`config.mk`:
```
export PLATFORM = sky130hd
export DESIGN_NAME = branch_and_increment_exec
export DESIGN_NICKNAME = d
export VERILOG_FILES = /design/src/hdl/exec_pkg.sv /design/src/hdl/insn_decode.sv /design/src/hdl/branch_and_increment_exec.sv
export SDC_FILE = /design/constraint.sdc
export NUM_CORES = 1
export LEC_CHECK = 0
export BUFFER_PORTS_ARGS = -buffer_cell sky130_fd_sc_hd__buf_2
export CAP_MARGIN = 40
export CORE_MARGIN = 4
export CORE_UTILIZATION = 58
export DETAILED_ROUTE_END_ITERATION = 6
export PLACE_DENSITY = 0.83
export SYNTH_ARGS = -nofsm -noshare
export SYNTH_HDL_FRONTEND = slang
export SYNTH_SLANG_ARGS = --single-unit
```
`constraint.sdc`:
```
create_clock -name clk -period 3.9 [get_ports clk]
set_clock_uncertainty 0.1 [all_clocks]
set_input_delay 0.195 -clock clk [delete_from_list [all_inputs] [get_ports clk]]
set_output_delay 0.195 -clock clk [all_outputs]
set_load 0.02 [all_outputs]
```
`src/hdl/exec_pkg.sv`:
```
/*
  shared constants and carrier types for the branch and increment execution block.
  assumes a 14-bit instruction word, 13-bit program counter, 128-entry data file.
*/
package exec_pkg;
  localparam int PC_W     = 13;
  localparam int INSN_W   = 14;
  localparam int ADDR_W   = 7;
  localparam int DATA_W   = 8;
  localparam int LIT_W    = 11;
  // instruction field positions
  localparam int TOP_HI   = 13;
  localparam int TOP_LO   = 12;
  localparam int OP_HI    = 13;
  localparam int OP_LO    = 8;
  localparam int DEST_BIT = 7;
  localparam int PAGE_HI  = 4;
  localparam int PAGE_LO  = 3;
  // opcodes
  localparam logic [1:0] BRANCH_TOP  = 2'h2;
  localparam logic [5:0] INC_OPC     = 6'h0A;
  localparam logic [5:0] INC_SKIP_OPC = 6'h0F;
  // reset values
  localparam logic [PC_W-1:0]   PC_RESET   = 13'h0000;
  localparam logic [DATA_W-1:0] DATA_RESET = 8'h00;
  localparam logic [DATA_W-1:0] ONE        = 8'h01;

  typedef enum logic [1:0] {
    Q1 = 2'b00,
    Q2 = 2'b01,
    Q3 = 2'b10,
    Q4 = 2'b11
  } phase_type;

  typedef enum logic [1:0] {
    OP_OTHER    = 2'b00,
    OP_BRANCH   = 2'b01,
    OP_INC      = 2'b10,
    OP_INC_SKIP = 2'b11
  } op_type;

  // data file request toward the register file
  typedef struct packed {
    logic              rd_en;
    logic [ADDR_W-1:0] addr;
    logic              wr_en;
    logic [DATA_W-1:0] wdata;
  } file_req_type;

  typedef struct packed {
    op_type            op;
    logic              dest;
    logic [ADDR_W-1:0] addr;
    logic [LIT_W-1:0]  lit;
  } decoded_type;
endpackage

```
`src/hdl/insn_decode.sv`:
```
/*
  combinational decode of the instruction word into operation and fields.
  assumes the word is held stable by the core across the cycle.
*/
`timescale 1ns/100ps
module insn_decode
(
  // instruction
  input  wire logic [exec_pkg::INSN_W-1:0] insn,
  // decoded result
  output      exec_pkg::decoded_type       dec
);
  import exec_pkg::*;

  always_comb
  begin
    dec.op   = OP_OTHER;
    dec.dest = insn[DEST_BIT];
    dec.addr = insn[ADDR_W-1:0];
    dec.lit  = insn[LIT_W-1:0];
    if (insn[TOP_HI:TOP_LO] == BRANCH_TOP)
    begin
      dec.op = OP_BRANCH;
    end
    else if (insn[OP_HI:OP_LO] == INC_OPC)
    begin
      dec.op = OP_INC;
    end
    else if (insn[OP_HI:OP_LO] == INC_SKIP_OPC)
    begin
      dec.op = OP_INC_SKIP;
    end
  end
endmodule

```
`src/hdl/branch_and_increment_exec.sv`:
```
/*
  execution of the branch, increment and increment-skip instructions in four phases.
  assumes the core supplies the fetched word and data file read data on the same clock.
*/
// Functional notes
// - branch (top bits 10) loads 11-bit literal into program counter bits 10:0
// - branch copies page latch bits 4:3 into program counter bits 12:11
// - branch takes two cycles; second cycle is a no-operation
// - increment adds one, updates zero flag, destination bit picks working or file
// - increment-skip adds one, writes per destination bit, leaves flags alone
// - zero increment-skip result turns the next instruction into no-operation
// - phases: decode Q1, read Q2, process Q3, write Q4
`timescale 1ns/100ps
module branch_and_increment_exec
(
  // clock and reset
  input  wire logic                         clk,
  input  wire logic                         rst_n,
  // program memory side
  input  wire logic [exec_pkg::INSN_W-1:0]  insn,
  input  wire logic [exec_pkg::DATA_W-1:0]  page_latch_reg,
  output      logic [exec_pkg::PC_W-1:0]    program_counter,
  output      logic                         cycle_done,
  // data register file side
  input  wire logic [exec_pkg::DATA_W-1:0]  file_rdata,
  output      exec_pkg::file_req_type       file_req,
  // core state
  output      logic [exec_pkg::DATA_W-1:0]  work_reg,
  output      logic                         zero_flag,
  output      exec_pkg::phase_type          phase
);
  import exec_pkg::*;

  typedef struct packed {
    phase_type             phase;
    logic                  flush;
    decoded_type           dec;
    logic [DATA_W-1:0]     result;
    logic [PC_W-1:0]       pc;
    logic [DATA_W-1:0]     work;
    logic                  zero;
    logic                  done;
    file_req_type          req;
  } state_type;

  state_type   s_q;
  state_type   s_d;
  decoded_type dec_now;

  // phase wraps from Q4 back to Q1
  function automatic phase_type next_phase
  (
    input phase_type ph
  );
    next_phase = phase_type'(ph + 2'h1);
  endfunction

  // both increment opcodes share the read-modify-write path
  function automatic logic is_increment
  (
    input op_type op
  );
    is_increment = (op == OP_INC) || (op == OP_INC_SKIP);
  endfunction

  // zero result test for flag and skip
  function automatic logic is_zero
  (
    input logic [DATA_W-1:0] value
  );
    is_zero = (value == DATA_RESET);
  endfunction

  // next sequential program address
  function automatic logic [PC_W-1:0] step_pc
  (
    input logic [PC_W-1:0] pc
  );
    step_pc = PC_W'(pc + 13'h0001);
  endfunction

  // page bits on top of the branch literal
  function automatic logic [PC_W-1:0] branch_target
  (
    input logic [LIT_W-1:0]  lit,
    input logic [DATA_W-1:0] latch
  );
    branch_target[LIT_W-1:0]    = lit;
    branch_target[PC_W-1:LIT_W] = latch[PAGE_HI:PAGE_LO];
  endfunction

  // read strobe with address; write data otherwise held
  function automatic file_req_type read_req
  (
    input file_req_type      held,
    input logic [ADDR_W-1:0] addr
  );
    read_req       = held;
    read_req.rd_en = 1'b1;
    read_req.addr  = addr;
  endfunction

  // write strobe with address and data
  function automatic file_req_type write_req
  (
    input file_req_type      held,
    input logic [ADDR_W-1:0] addr,
    input logic [DATA_W-1:0] data
  );
    write_req       = held;
    write_req.wr_en = 1'b1;
    write_req.addr  = addr;
    write_req.wdata = data;
  endfunction

  localparam state_type STATE_RESET =
  '{
    phase:   Q1,
    flush:   1'b0,
    dec:     '0,
    result:  DATA_RESET,
    pc:      PC_RESET,
    work:    DATA_RESET,
    zero:    1'b0,
    done:    1'b0,
    req:     '0
  };

  insn_decode u_dec
  (
    .insn (insn),
    .dec  (dec_now)
  );

  always_comb
  begin
    s_d          = s_q;
    s_d.done     = 1'b0;
    s_d.req.rd_en = 1'b0;
    s_d.req.wr_en = 1'b0;
    s_d.phase    = next_phase(s_q.phase);
    unique case (s_q.phase)
      Q1:
      begin
        // decode; a flushed cycle decodes nothing
        s_d.dec = dec_now;
        if (s_q.flush)
        begin
          s_d.dec.op = OP_OTHER;
        end
      end
      Q2:
      begin
        if (is_increment(s_q.dec.op))
        begin
          s_d.req = read_req(s_d.req, s_q.dec.addr);
        end
      end
      Q3:
      begin
        if (is_increment(s_q.dec.op))
        begin
          s_d.result = DATA_W'(file_rdata + ONE);
        end
      end
      Q4:
      begin
        s_d.done  = 1'b1;
        s_d.flush = 1'b0;
        s_d.pc    = step_pc(s_q.pc);
        unique case (s_q.dec.op)
          OP_BRANCH:
          begin
            s_d.pc              = branch_target(s_q.dec.lit, page_latch_reg);
            s_d.flush           = 1'b1;
          end
          OP_INC, OP_INC_SKIP:
          begin
            if (s_q.dec.dest)
            begin
              s_d.req = write_req(s_d.req, s_q.dec.addr, s_q.result);
            end
            else
            begin
              s_d.work = s_q.result;
            end
            if (s_q.dec.op == OP_INC)
            begin
              s_d.zero = is_zero(s_q.result);
            end
            else
            begin
              s_d.flush = is_zero(s_q.result);
            end
          end
          OP_OTHER:
          begin
            s_d.flush = 1'b0;
          end
        endcase
      end
    endcase
  end

  always_ff @(posedge clk or negedge rst_n)
  begin
    if (!rst_n)
    begin
      s_q <= STATE_RESET;
    end
    else
    begin
      s_q <= s_d;
    end
  end

  assign program_counter = s_q.pc;
  assign cycle_done      = s_q.done;
  assign file_req        = s_q.req;
  assign work_reg        = s_q.work;
  assign zero_flag       = s_q.zero;
  assign phase           = s_q.phase;
endmodule

```
# Word level (Yosys, flattened, before mapping)
# Cells that the tools add are included.
# op_classes
n_mux	12
n_mul	0
n_lt_le_gt_ge	0
n_div	0
shifts	0
n_reduce_logical	11
n_eq_ne	12
bitwise_logic	2
add_sub_neg	3
# ops
op	count
$pmux W17 S2	1
$mux W16	2
$mux W17	1
$add A13 B1 Y13 const B	1
$mux W13	1
$eq A6 B4 Y1 const B	2
$eq A2 B2 Y1 const B	5
$add A8 B1 Y8 const B	1
$logic_not A8 Y1	1
$mux W2	4
$reduce_and A4 Y1	2
$reduce_and A3 Y1	2
$eq A2 B1 Y1 const B	2
$logic_not A2 Y1	2
$ne A2 B2 Y1 const B	2
$pmux W1 S3	1
$add A2 B1 Y2 const B	1
$mux W1	2
$ne A2 B1 Y1 const B	1
$not A1 Y1	2
$reduce_and A2 Y1	1
$reduce_bool A2 Y1	1
$reduce_or A2 Y1	1
$logic_or A1 B1 Y1	1
# word_totals
word_cells	55
ram_bits	0
in_bits	32
n_memories	0
latchBits	0
output_inout_bits	42
regBits	72
romBits	0

# Logic depth before layout (Yosys ltp)
# Gate-level depths: netlist of the first run.
# logic_depth
depth_word	5
ltp_mapped	7
mapped_depth_nobuf	5

# Modules after synthesis
# Synthesis of the first run repeated with hierarchy kept, for this count alone.
# hier_totals
cells_unflattened	339
area_unflattened_um2	3628.5
# modules_own_cells
mod	area_each_um2	cells_per_inst	instances	seq_area_each_um2
branch_and_increment_exec	3448.3	315	1	1801.7
insn_decode	180.2	24	1	0.0

# Least setup slack after synthesis of the first run
# No wires, ideal clock.
# synth_path
path_kind	register to register
start	register s_q (netlist bit phase[0])
end	register s_q (netlist bit file_req[10])
arrival_time_ns	1.409
synth_period_minus_slack_ns	1.633
slack_ns	2.267
setup_ns	0.125
required_time_ns	3.675
path_stages_with_launch	5
path_buffers	0
path_cell_list	dfrtp_1 -> ha_1 -> mux2_2 -> nand2_2 -> mux2_2
# synth_between
elab_chain_len	3
elab_cells_between_ends	8
classes_between	5 x eq/ne; 1 x mux; 2 x reduce/logical
# synth_rtl
element	line	text
from (decl)	branch_and_increment_exec.sv:46	state_type s_q;
from (signal assigned)	branch_and_increment_exec.sv:209	s_q <= STATE_RESET;
from (signal assigned)	branch_and_increment_exec.sv:213	s_q <= s_d;
$eq A2 B2 Y1 or $eq A2 B1 Y1 (tied branches)	branch_and_increment_exec.sv:142	unique case (s_q.phase)
$ne A2 B1 Y1 (no source line) (tied with other cells)	--	
$reduce_and A4 Y1 (no source line)	--	
# Parallel ways exist; a longest one is shown, timed or not.
# A chain may end at the register's enable or synchronous reset.

# Final worst setup path of the first run
# layout_path
start	register s_q (netlist bit phase[1])
end	register s_q (netlist bit file_req[15])
# The elaborated chain is that of the path after synthesis.

==> results.md, run 1 <==
- Hold Crit Start: page_latch_reg[4]
- CP Class: reg -> reg
- Die height: 82.6 um
- Avg Vias per Cell: 5.53
- Endpoints failing setup: 0
- CP max stage delay: 500 ps
- Total of warnings raised by yosys: 0
- Vias: 2288
- Asr flop ratio synth: 100%
- VDD IR max: 0.306 mV
- Worst Tran Pin Value: 919 ps
- IO Port Bufs: 67
- Max_cap viols: 0
- Setup bufs post-CTS: 0
- Highest metal layer with signal wires: met4
- Worst r2r src: phase[1]
- Root buffer selected by CTS: clkbuf_8
- WP data arrival: 2160 ps
- P_sw: 0.592 mW
- Part of the cycle the worst path needs: 52.4%
- Worst reg-to-reg path cell count: 4
- Critical Path, Cell by Cell: ha_1 > mux2_2 > nand2_2 > mux2_2
- Synth-to-Final Area Change: 12.4%
- Synth Register Bits: 64
- Fmax: 489 MHz
- CP Capture Type: flip-flop
- Hold Fails Final Rpt: 0
- Count of flip-flops with a built-in enable after synthesis: 0
- Clk Latency, worst-skew pair: 340 ps
- Hold depth: 3
- Initial antenna violation count: 0
- Mean Syn Cell Area: 10.7 um2
- CTS tree: built
- Post-route minimum period: 2040 ps
- Pwr dens: 540 nW/um2
- Worst Setup Start Kind: flip-flop
- Cell Int Power: 1.37 mW
- Leakage: 1.76 nW
- Setup tns final: 0 ps
- Largest net degree at the start of global routing: 36
- Worst path required time: 4020 ps
- Relative slew slack: 38.8%
- Fin Hold WS: 26.8 ps
- Clock Path Buffers: 2
- Post-Route M1 WL: 2920 um
- Post-route insts no fill: 414
- DR WL/cell: 15.3 um
- RSZ-0062 raised after global routing: no
- Antenna diodes: 0
- HP Class: in -> reg
- Setup slack, reg-to-reg: 1860 ps
- Reg2reg end: file_req[15]
- CTS Buf Count: 9
- First-pass GRT wire length: 10500 um
- Critical-path top delay cell: ha_1
- DRC Markers: 0
- Core box area: 5240 um2
- Netlist cell types: 43
- Clk pin slew, worst setup/hold paths: 70 ps
- Pins Over Slew Limit: 0
- CP most frequent cell: mux2_2
- Total track usage: 20.6%
- Finished Core Util: 69.4%
- Combinational share of power: 19.6%
- IO Pins: 74
- Final WL: 6350 um
- Die area: 6830 um2
- HPWL Detailed: 4350 um
- Post-DRT Antenna Nets: 0
- Post-Synthesis Cells: 302
- Switching Fraction: 30.2%
- Status: complete, no violations
- Iteration-0 DRC Markers: 186
- Die width: 82.6 um
- Hold EP: program_counter[12]
- Final Total Pwr: 1.96 mW
- H-tree levels: 3
- WL met3: 454 um
- Nets: 377
- Met2 WL: 2830 um
- Clk sink count: 64
- Largest register FFs: 22
- Post-synthesis net count: 340
- Placed Cells: 389
- Power share of the sequential group: 44.1%
- Layout cell share with drive strength beyond 1: 34.6%
- Top reg by flops: s_q
- Placer congestion estimate: 0.838
- Seq/Total Area, Yosys: 49.6%
- Clock share of power: 36.3%
- Initial Util: 61.7%
- Post-Syn Area: 3230 um2
- Remaining Overflow, GRT: 0
- Site Rows: 26
- Post-synth top flop: dfrtp_1
- Crit Path Max Fanout: 14
- Pre-Repair DR Iteration Count: 4
- Vias in the first global route: 2182
-- per-layer routing --
layer | GRT usage, % | vias up
met1 | 27.7 | 1099
met4 | 8.82 | 0
met5 | 0 | -
li1 | - | 1091
met2 | 31.1 | 81
met3 | 5.97 | 17
-- through the flow --
step	setup WS [ps]	instance area, um2
6_report	1860	3630
3_3_place_gp	1890	3290
4_1_cts	1860	3630
3_5_place_dp	1850	3290
5_1_grt	1680	3630
2_1_floorplan	2270	3230
-- Yosys cell counts, types with 3 or more instances --
master / n / area share (%)
dfrtp_1: 64 / 50
buf_4: 40 / 9.3
nand2_1: 38 / 4.4
mux2_2: 22 / 7.7
o21ai_0: 21 / 3.3
a21oi_1: 14 / 2.2
nand3_1: 11 / 1.7
mux2_4: 8 / 3.7
nor2_1: 8 / 0.93
ha_1: 6 / 2.3
buf_2: 5 / 0.77
nand4_1: 5 / 0.97
o22ai_1: 5 / 0.97
and3_1: 4 / 0.77
buf_6: 4 / 1.4
xor2_1: 4 / 1.1
inv_1: 3 / 0.35
nor3_1: 3 / 0.46
xnor2_1: 3 / 0.81
-- critical path, delay by kind of cell (launching register included) --
kind	cells	cell delay, ps
simple gates	1	160
fa+ha+maj	1	500
flops	1	400
mux	2	760
-- layout make-up --
cell class	count	area, um2
fill	387	1610
clock buffer	11	151
timing repair buffer	78	440
inverter	3	11.3
clock inverter	5	103
tap	70	87.6
sequential	64	1600
multi-input combinational	183	1240
-- power by group through the flow --
stage | clock (mW) | sequential (mW) | combinational [mW]
3_5_place_dp | 0 | 0.874 | 0.378
5_1_grt | 0.759 | 0.879 | 0.423
3_3_place_gp | 0 | 0.867 | 0.369
4_1_cts | 0.720 | 0.862 | 0.389
2_1_floorplan | 0 | 0.841 | 0.357
6_report | 0.712 | 0.864 | 0.385
-- worst max-delay path by stage --
stage,startpoint,end,slack [ps],depth (start not counted)
finish,phase[1],file_req[15],1860,4
global route,s_q[68],program_counter[6],1680,4
CTS,phase[1],file_req[15],1860,4
detailed placement,phase[1],file_req[15],1850,4
global placement,phase[0],file_req[13],1890,4
floorplan,phase[0],file_req[10],2270,4
-- kinds of logic (layout without fill, tap and decap cells) --
| group | after synthesis | in the layout | synth area share [%] |
|---|---|---|---|
| DFF | 64 | 64 | 49.6 |
| xor gates and xnor gates | 7 | 7 | 1.90 |
| AOI/OAI and AO/OA | 58 | 58 | 10.6 |
| adders and majority gates | 6 | 6 | 2.32 |
| and+or+nand+nor | 81 | 81 | 11.8 |
| muxes | 31 | 31 | 11.7 |
| buffers and inverters | 55 | 97 | 12.2 |
-- layout by cell type, fill, tap and decap left out, types with 3 or more instances in the layout --
| master | count |
|---|---|
| a21oi_1 | 14 |
| and3_1 | 4 |
| buf_2 | 67 |
| bufinv_16 | 3 |
| clkbuf_8 | 11 |
| dfrtp_1 | 64 |
| dlygate4sd3_1 | 9 |
| ha_1 | 6 |
| inv_1 | 3 |
| mux2_2 | 22 |
| mux2_4 | 8 |
| nand2_1 | 38 |
| nand3_1 | 11 |
| nand4_1 | 5 |
| nor2_1 | 8 |
| nor3_1 | 3 |
| o21ai_0 | 21 |
| o22ai_1 | 5 |
| xnor2_1 | 3 |
| xor2_1 | 4 |
-- repair_timing --
action / CTS / global route
hold endpoints to repair: 37 / 0
resized for setup: 0 / 0
hold buffers: 9 / 0
endpoints found under the setup margin: 0 / 0
Note: power is estimated with default switching activity, not from simulation.
==> run 2, diff against run 1 <==
CORE_UTILIZATION = 54   (was 58)
PLACE_DENSITY = 0.78   (was 0.83)
clock period = 1.9 ns   (was 3.9 ns; I/O delays follow)
==> results.md, run 2 (synthesized netlist as in run 1, its figures left out) <==
- First-pass GRT wire length: 11200 um (+6.4%)
- Worst Setup Start Kind: flip-flop
- Layout cell share with drive strength beyond 1: 34.0% (-0.60 points)
- Hold Fails Final Rpt: 0 (unchanged)
- Critical path's top delay family: multiplexers
- Final WL: 6620 um (+4.2%)
- Finished Core Util: 65.8% (-3.5 points)
- Initial Util: 57.3% (-4.4 points)
- WP data arrival: 1900 ps (-260 ps)
- IO Port Bufs: 67 (unchanged)
- Post-route minimum period: 1780 ps (-262 ps)
- Pins Over Slew Limit: 0 (unchanged)
- Clock Path Buffers: 2 (unchanged)
- CP Capture Type: flip-flop
- Worst r2r src: phase[0]
- Setup tns final: 0 ps (unchanged)
- Largest register FFs: 22 (unchanged)
- Hold depth: 3 (unchanged)
- Avg Vias per Cell: 5.46 (-1.1%)
- CTS tree: built
- RSZ-0062 raised after global routing: no
- Endpoints failing setup: 0 (unchanged)
- Initial antenna violation count: 0 (unchanged)
- Synth-to-Final Area Change: 14.9%
- VDD IR max: 0.530 mV (+73%)
- CP Class: reg -> reg
- Most common cell after layout, fill and taps aside: buf_2
- DR WL/cell: 15.5 um (+0.83%)
- Remaining Overflow, GRT: 0 (unchanged)
- Leakage: 1.80 nW (+2.4%)
- Root buffer selected by CTS: clkbuf_8
- DRC Markers: 0 (unchanged)
- Core box area: 5640 um2 (+7.7%)
- HPWL Detailed: 4550 um (+4.5%)
- CP max stage delay: 410 ps (-90 ps)
- Status: complete, no violations
- Max_cap viols: 0 (unchanged)
- CP most frequent cell: mux2_2
- Die area: 7290 um2 (+6.7%)
- WP depth: 4 (unchanged)
- Hold Crit Start: file_rdata[3]
- Worst reg-to-reg path cell count: 4 (unchanged)
- Setup bufs post-CTS: 0 (unchanged)
- Die width: 85.4 um (+3.3%)
- Top reg by flops: s_q
- Pre-Repair DR Iteration Count: 4 (unchanged)
- IO Pins: 74 (unchanged)
- Critical Path, Cell by Cell: ha_1 > mux2_2 > nand2_2 > mux2_2
- Site Rows: 27 (+3.8%)
- Part of the cycle the worst path needs: 93.8% (+41 points)
- Fmax: 561 MHz (+15%)
- Worst setup path start: phase[0]
- Placer congestion estimate: 0.813 (-3.0%)
- Nets: 391 (+3.7%)
- Fill count: 423 (+9.3%)
- Total track usage: 19.5% (-1.1 points)
- HP Class: in -> reg
- Post-DRT Antenna Nets: 0 (unchanged)
- Pwr dens: 984 nW/um2 (+82%)
- Clk pin slew, worst setup/hold paths: 70 ps (about the same)
- H-tree levels: 3 (unchanged)
- CTS Buf Count: 9 (unchanged)
- Iteration-0 DRC Markers: 162 (-13%)
- Crit Path Max Fanout: 7 (-7)
- Vias: 2339 (+2.2%)
- Die height: 85.4 um (+3.3%)
- Antenna diodes: 0 (unchanged)
- Relative slew slack: 67.3% (+29 points)
- Commonest non-fill, non-tap cells in the layout: 67 x buf_2, 64 x dfrtp_1, 38 x nand2_1, 22 x mux2_2, 21 x o21ai_0
- Critical-path top delay cell: dfrtp_1
- Worst Path Buf+Inv: 0 (unchanged)
- Clk Latency, worst-skew pair: 330 ps (about the same)
- Worst path required time: 2020 ps (-2000 ps)
- Vias in the first global route: 2245 (+2.9%)
- Largest net degree at the start of global routing: 65 (+81%)
- Clk sink count: 64 (unchanged)
- Worst Tran Pin Value: 490 ps (-429 ps)
[run 2: per-stage QoR]
step / hold slack [ps] / power, mW / cells / worst slack (ps) / cell area, um2
6_report: 4.61 / 3.65 / 428 / 118 / 3710
5_1_grt: 26.6 / 3.86 / 428 / 29.2 / 3710
4_1_cts: 1.51 / 3.68 / 428 / 103 / 3710
3_5_place_dp: 32.3 / 2.58 / 395 / 141 / 3350
3_3_place_gp: 31.8 / 2.55 / 395 / 206 / 3350
2_1_floorplan: -301 / 2.46 / 302 / 267 / 3230
[run 2: final timing paths]
kind / endpoint / slack [ps]
max: file_req[13] / 120
max reg2reg: file_req[13] / 120
max in group asynchronous: file_req[9] / 1230
min reg2reg: file_req[0] / 380
min in group asynchronous: program_counter[10] / 210
min: s_q[43] / 5
[run 2: layer usage]
metal | GRT usage (%) | part of all wire [%]
met5 | 0 | 0
met4 | 8.35 | 1.3
met3 | 4.47 | 6.5
met2 | 29.9 | 46
met1 | 26.6 | 46
[run 2: repair_timing]
item                                    in CTS  in global routing
endpoints found under the hold margin       81                  0
resized for setup                            0                  1
hold buffers                                19                  0
endpoints found under the setup margin       0                  1
[run 2: cell type report]
cell class                      instances  area [um2]  share of cell area (%)
Clock buffer                            9         124                    3.34
Clock inverter                          5        50.0                    1.35
Inverter                                3        11.3                   0.303
Multi-Input combinational cell        183        1240                    33.3
Sequential cell                        64        1600                    43.1
Tap cell                               72        90.1                    2.43
Timing Repair Buffer                   92         599                    16.1
[run 2: report_power, final]
group          switching, mW  internal (mW)
logic                  0.476          0.340
registers              0.219           1.55
clock network          0.486          0.581
[run 2: worst register-to-register path: cells and delay by family, from the launching register on]
family / cells / cell delay (ps)
adder cells (fa/ha/maj): 1 / 280
flip-flops: 1 / 410
multiplexers: 2 / 730
AND/OR/NAND/NOR: 1 / 160
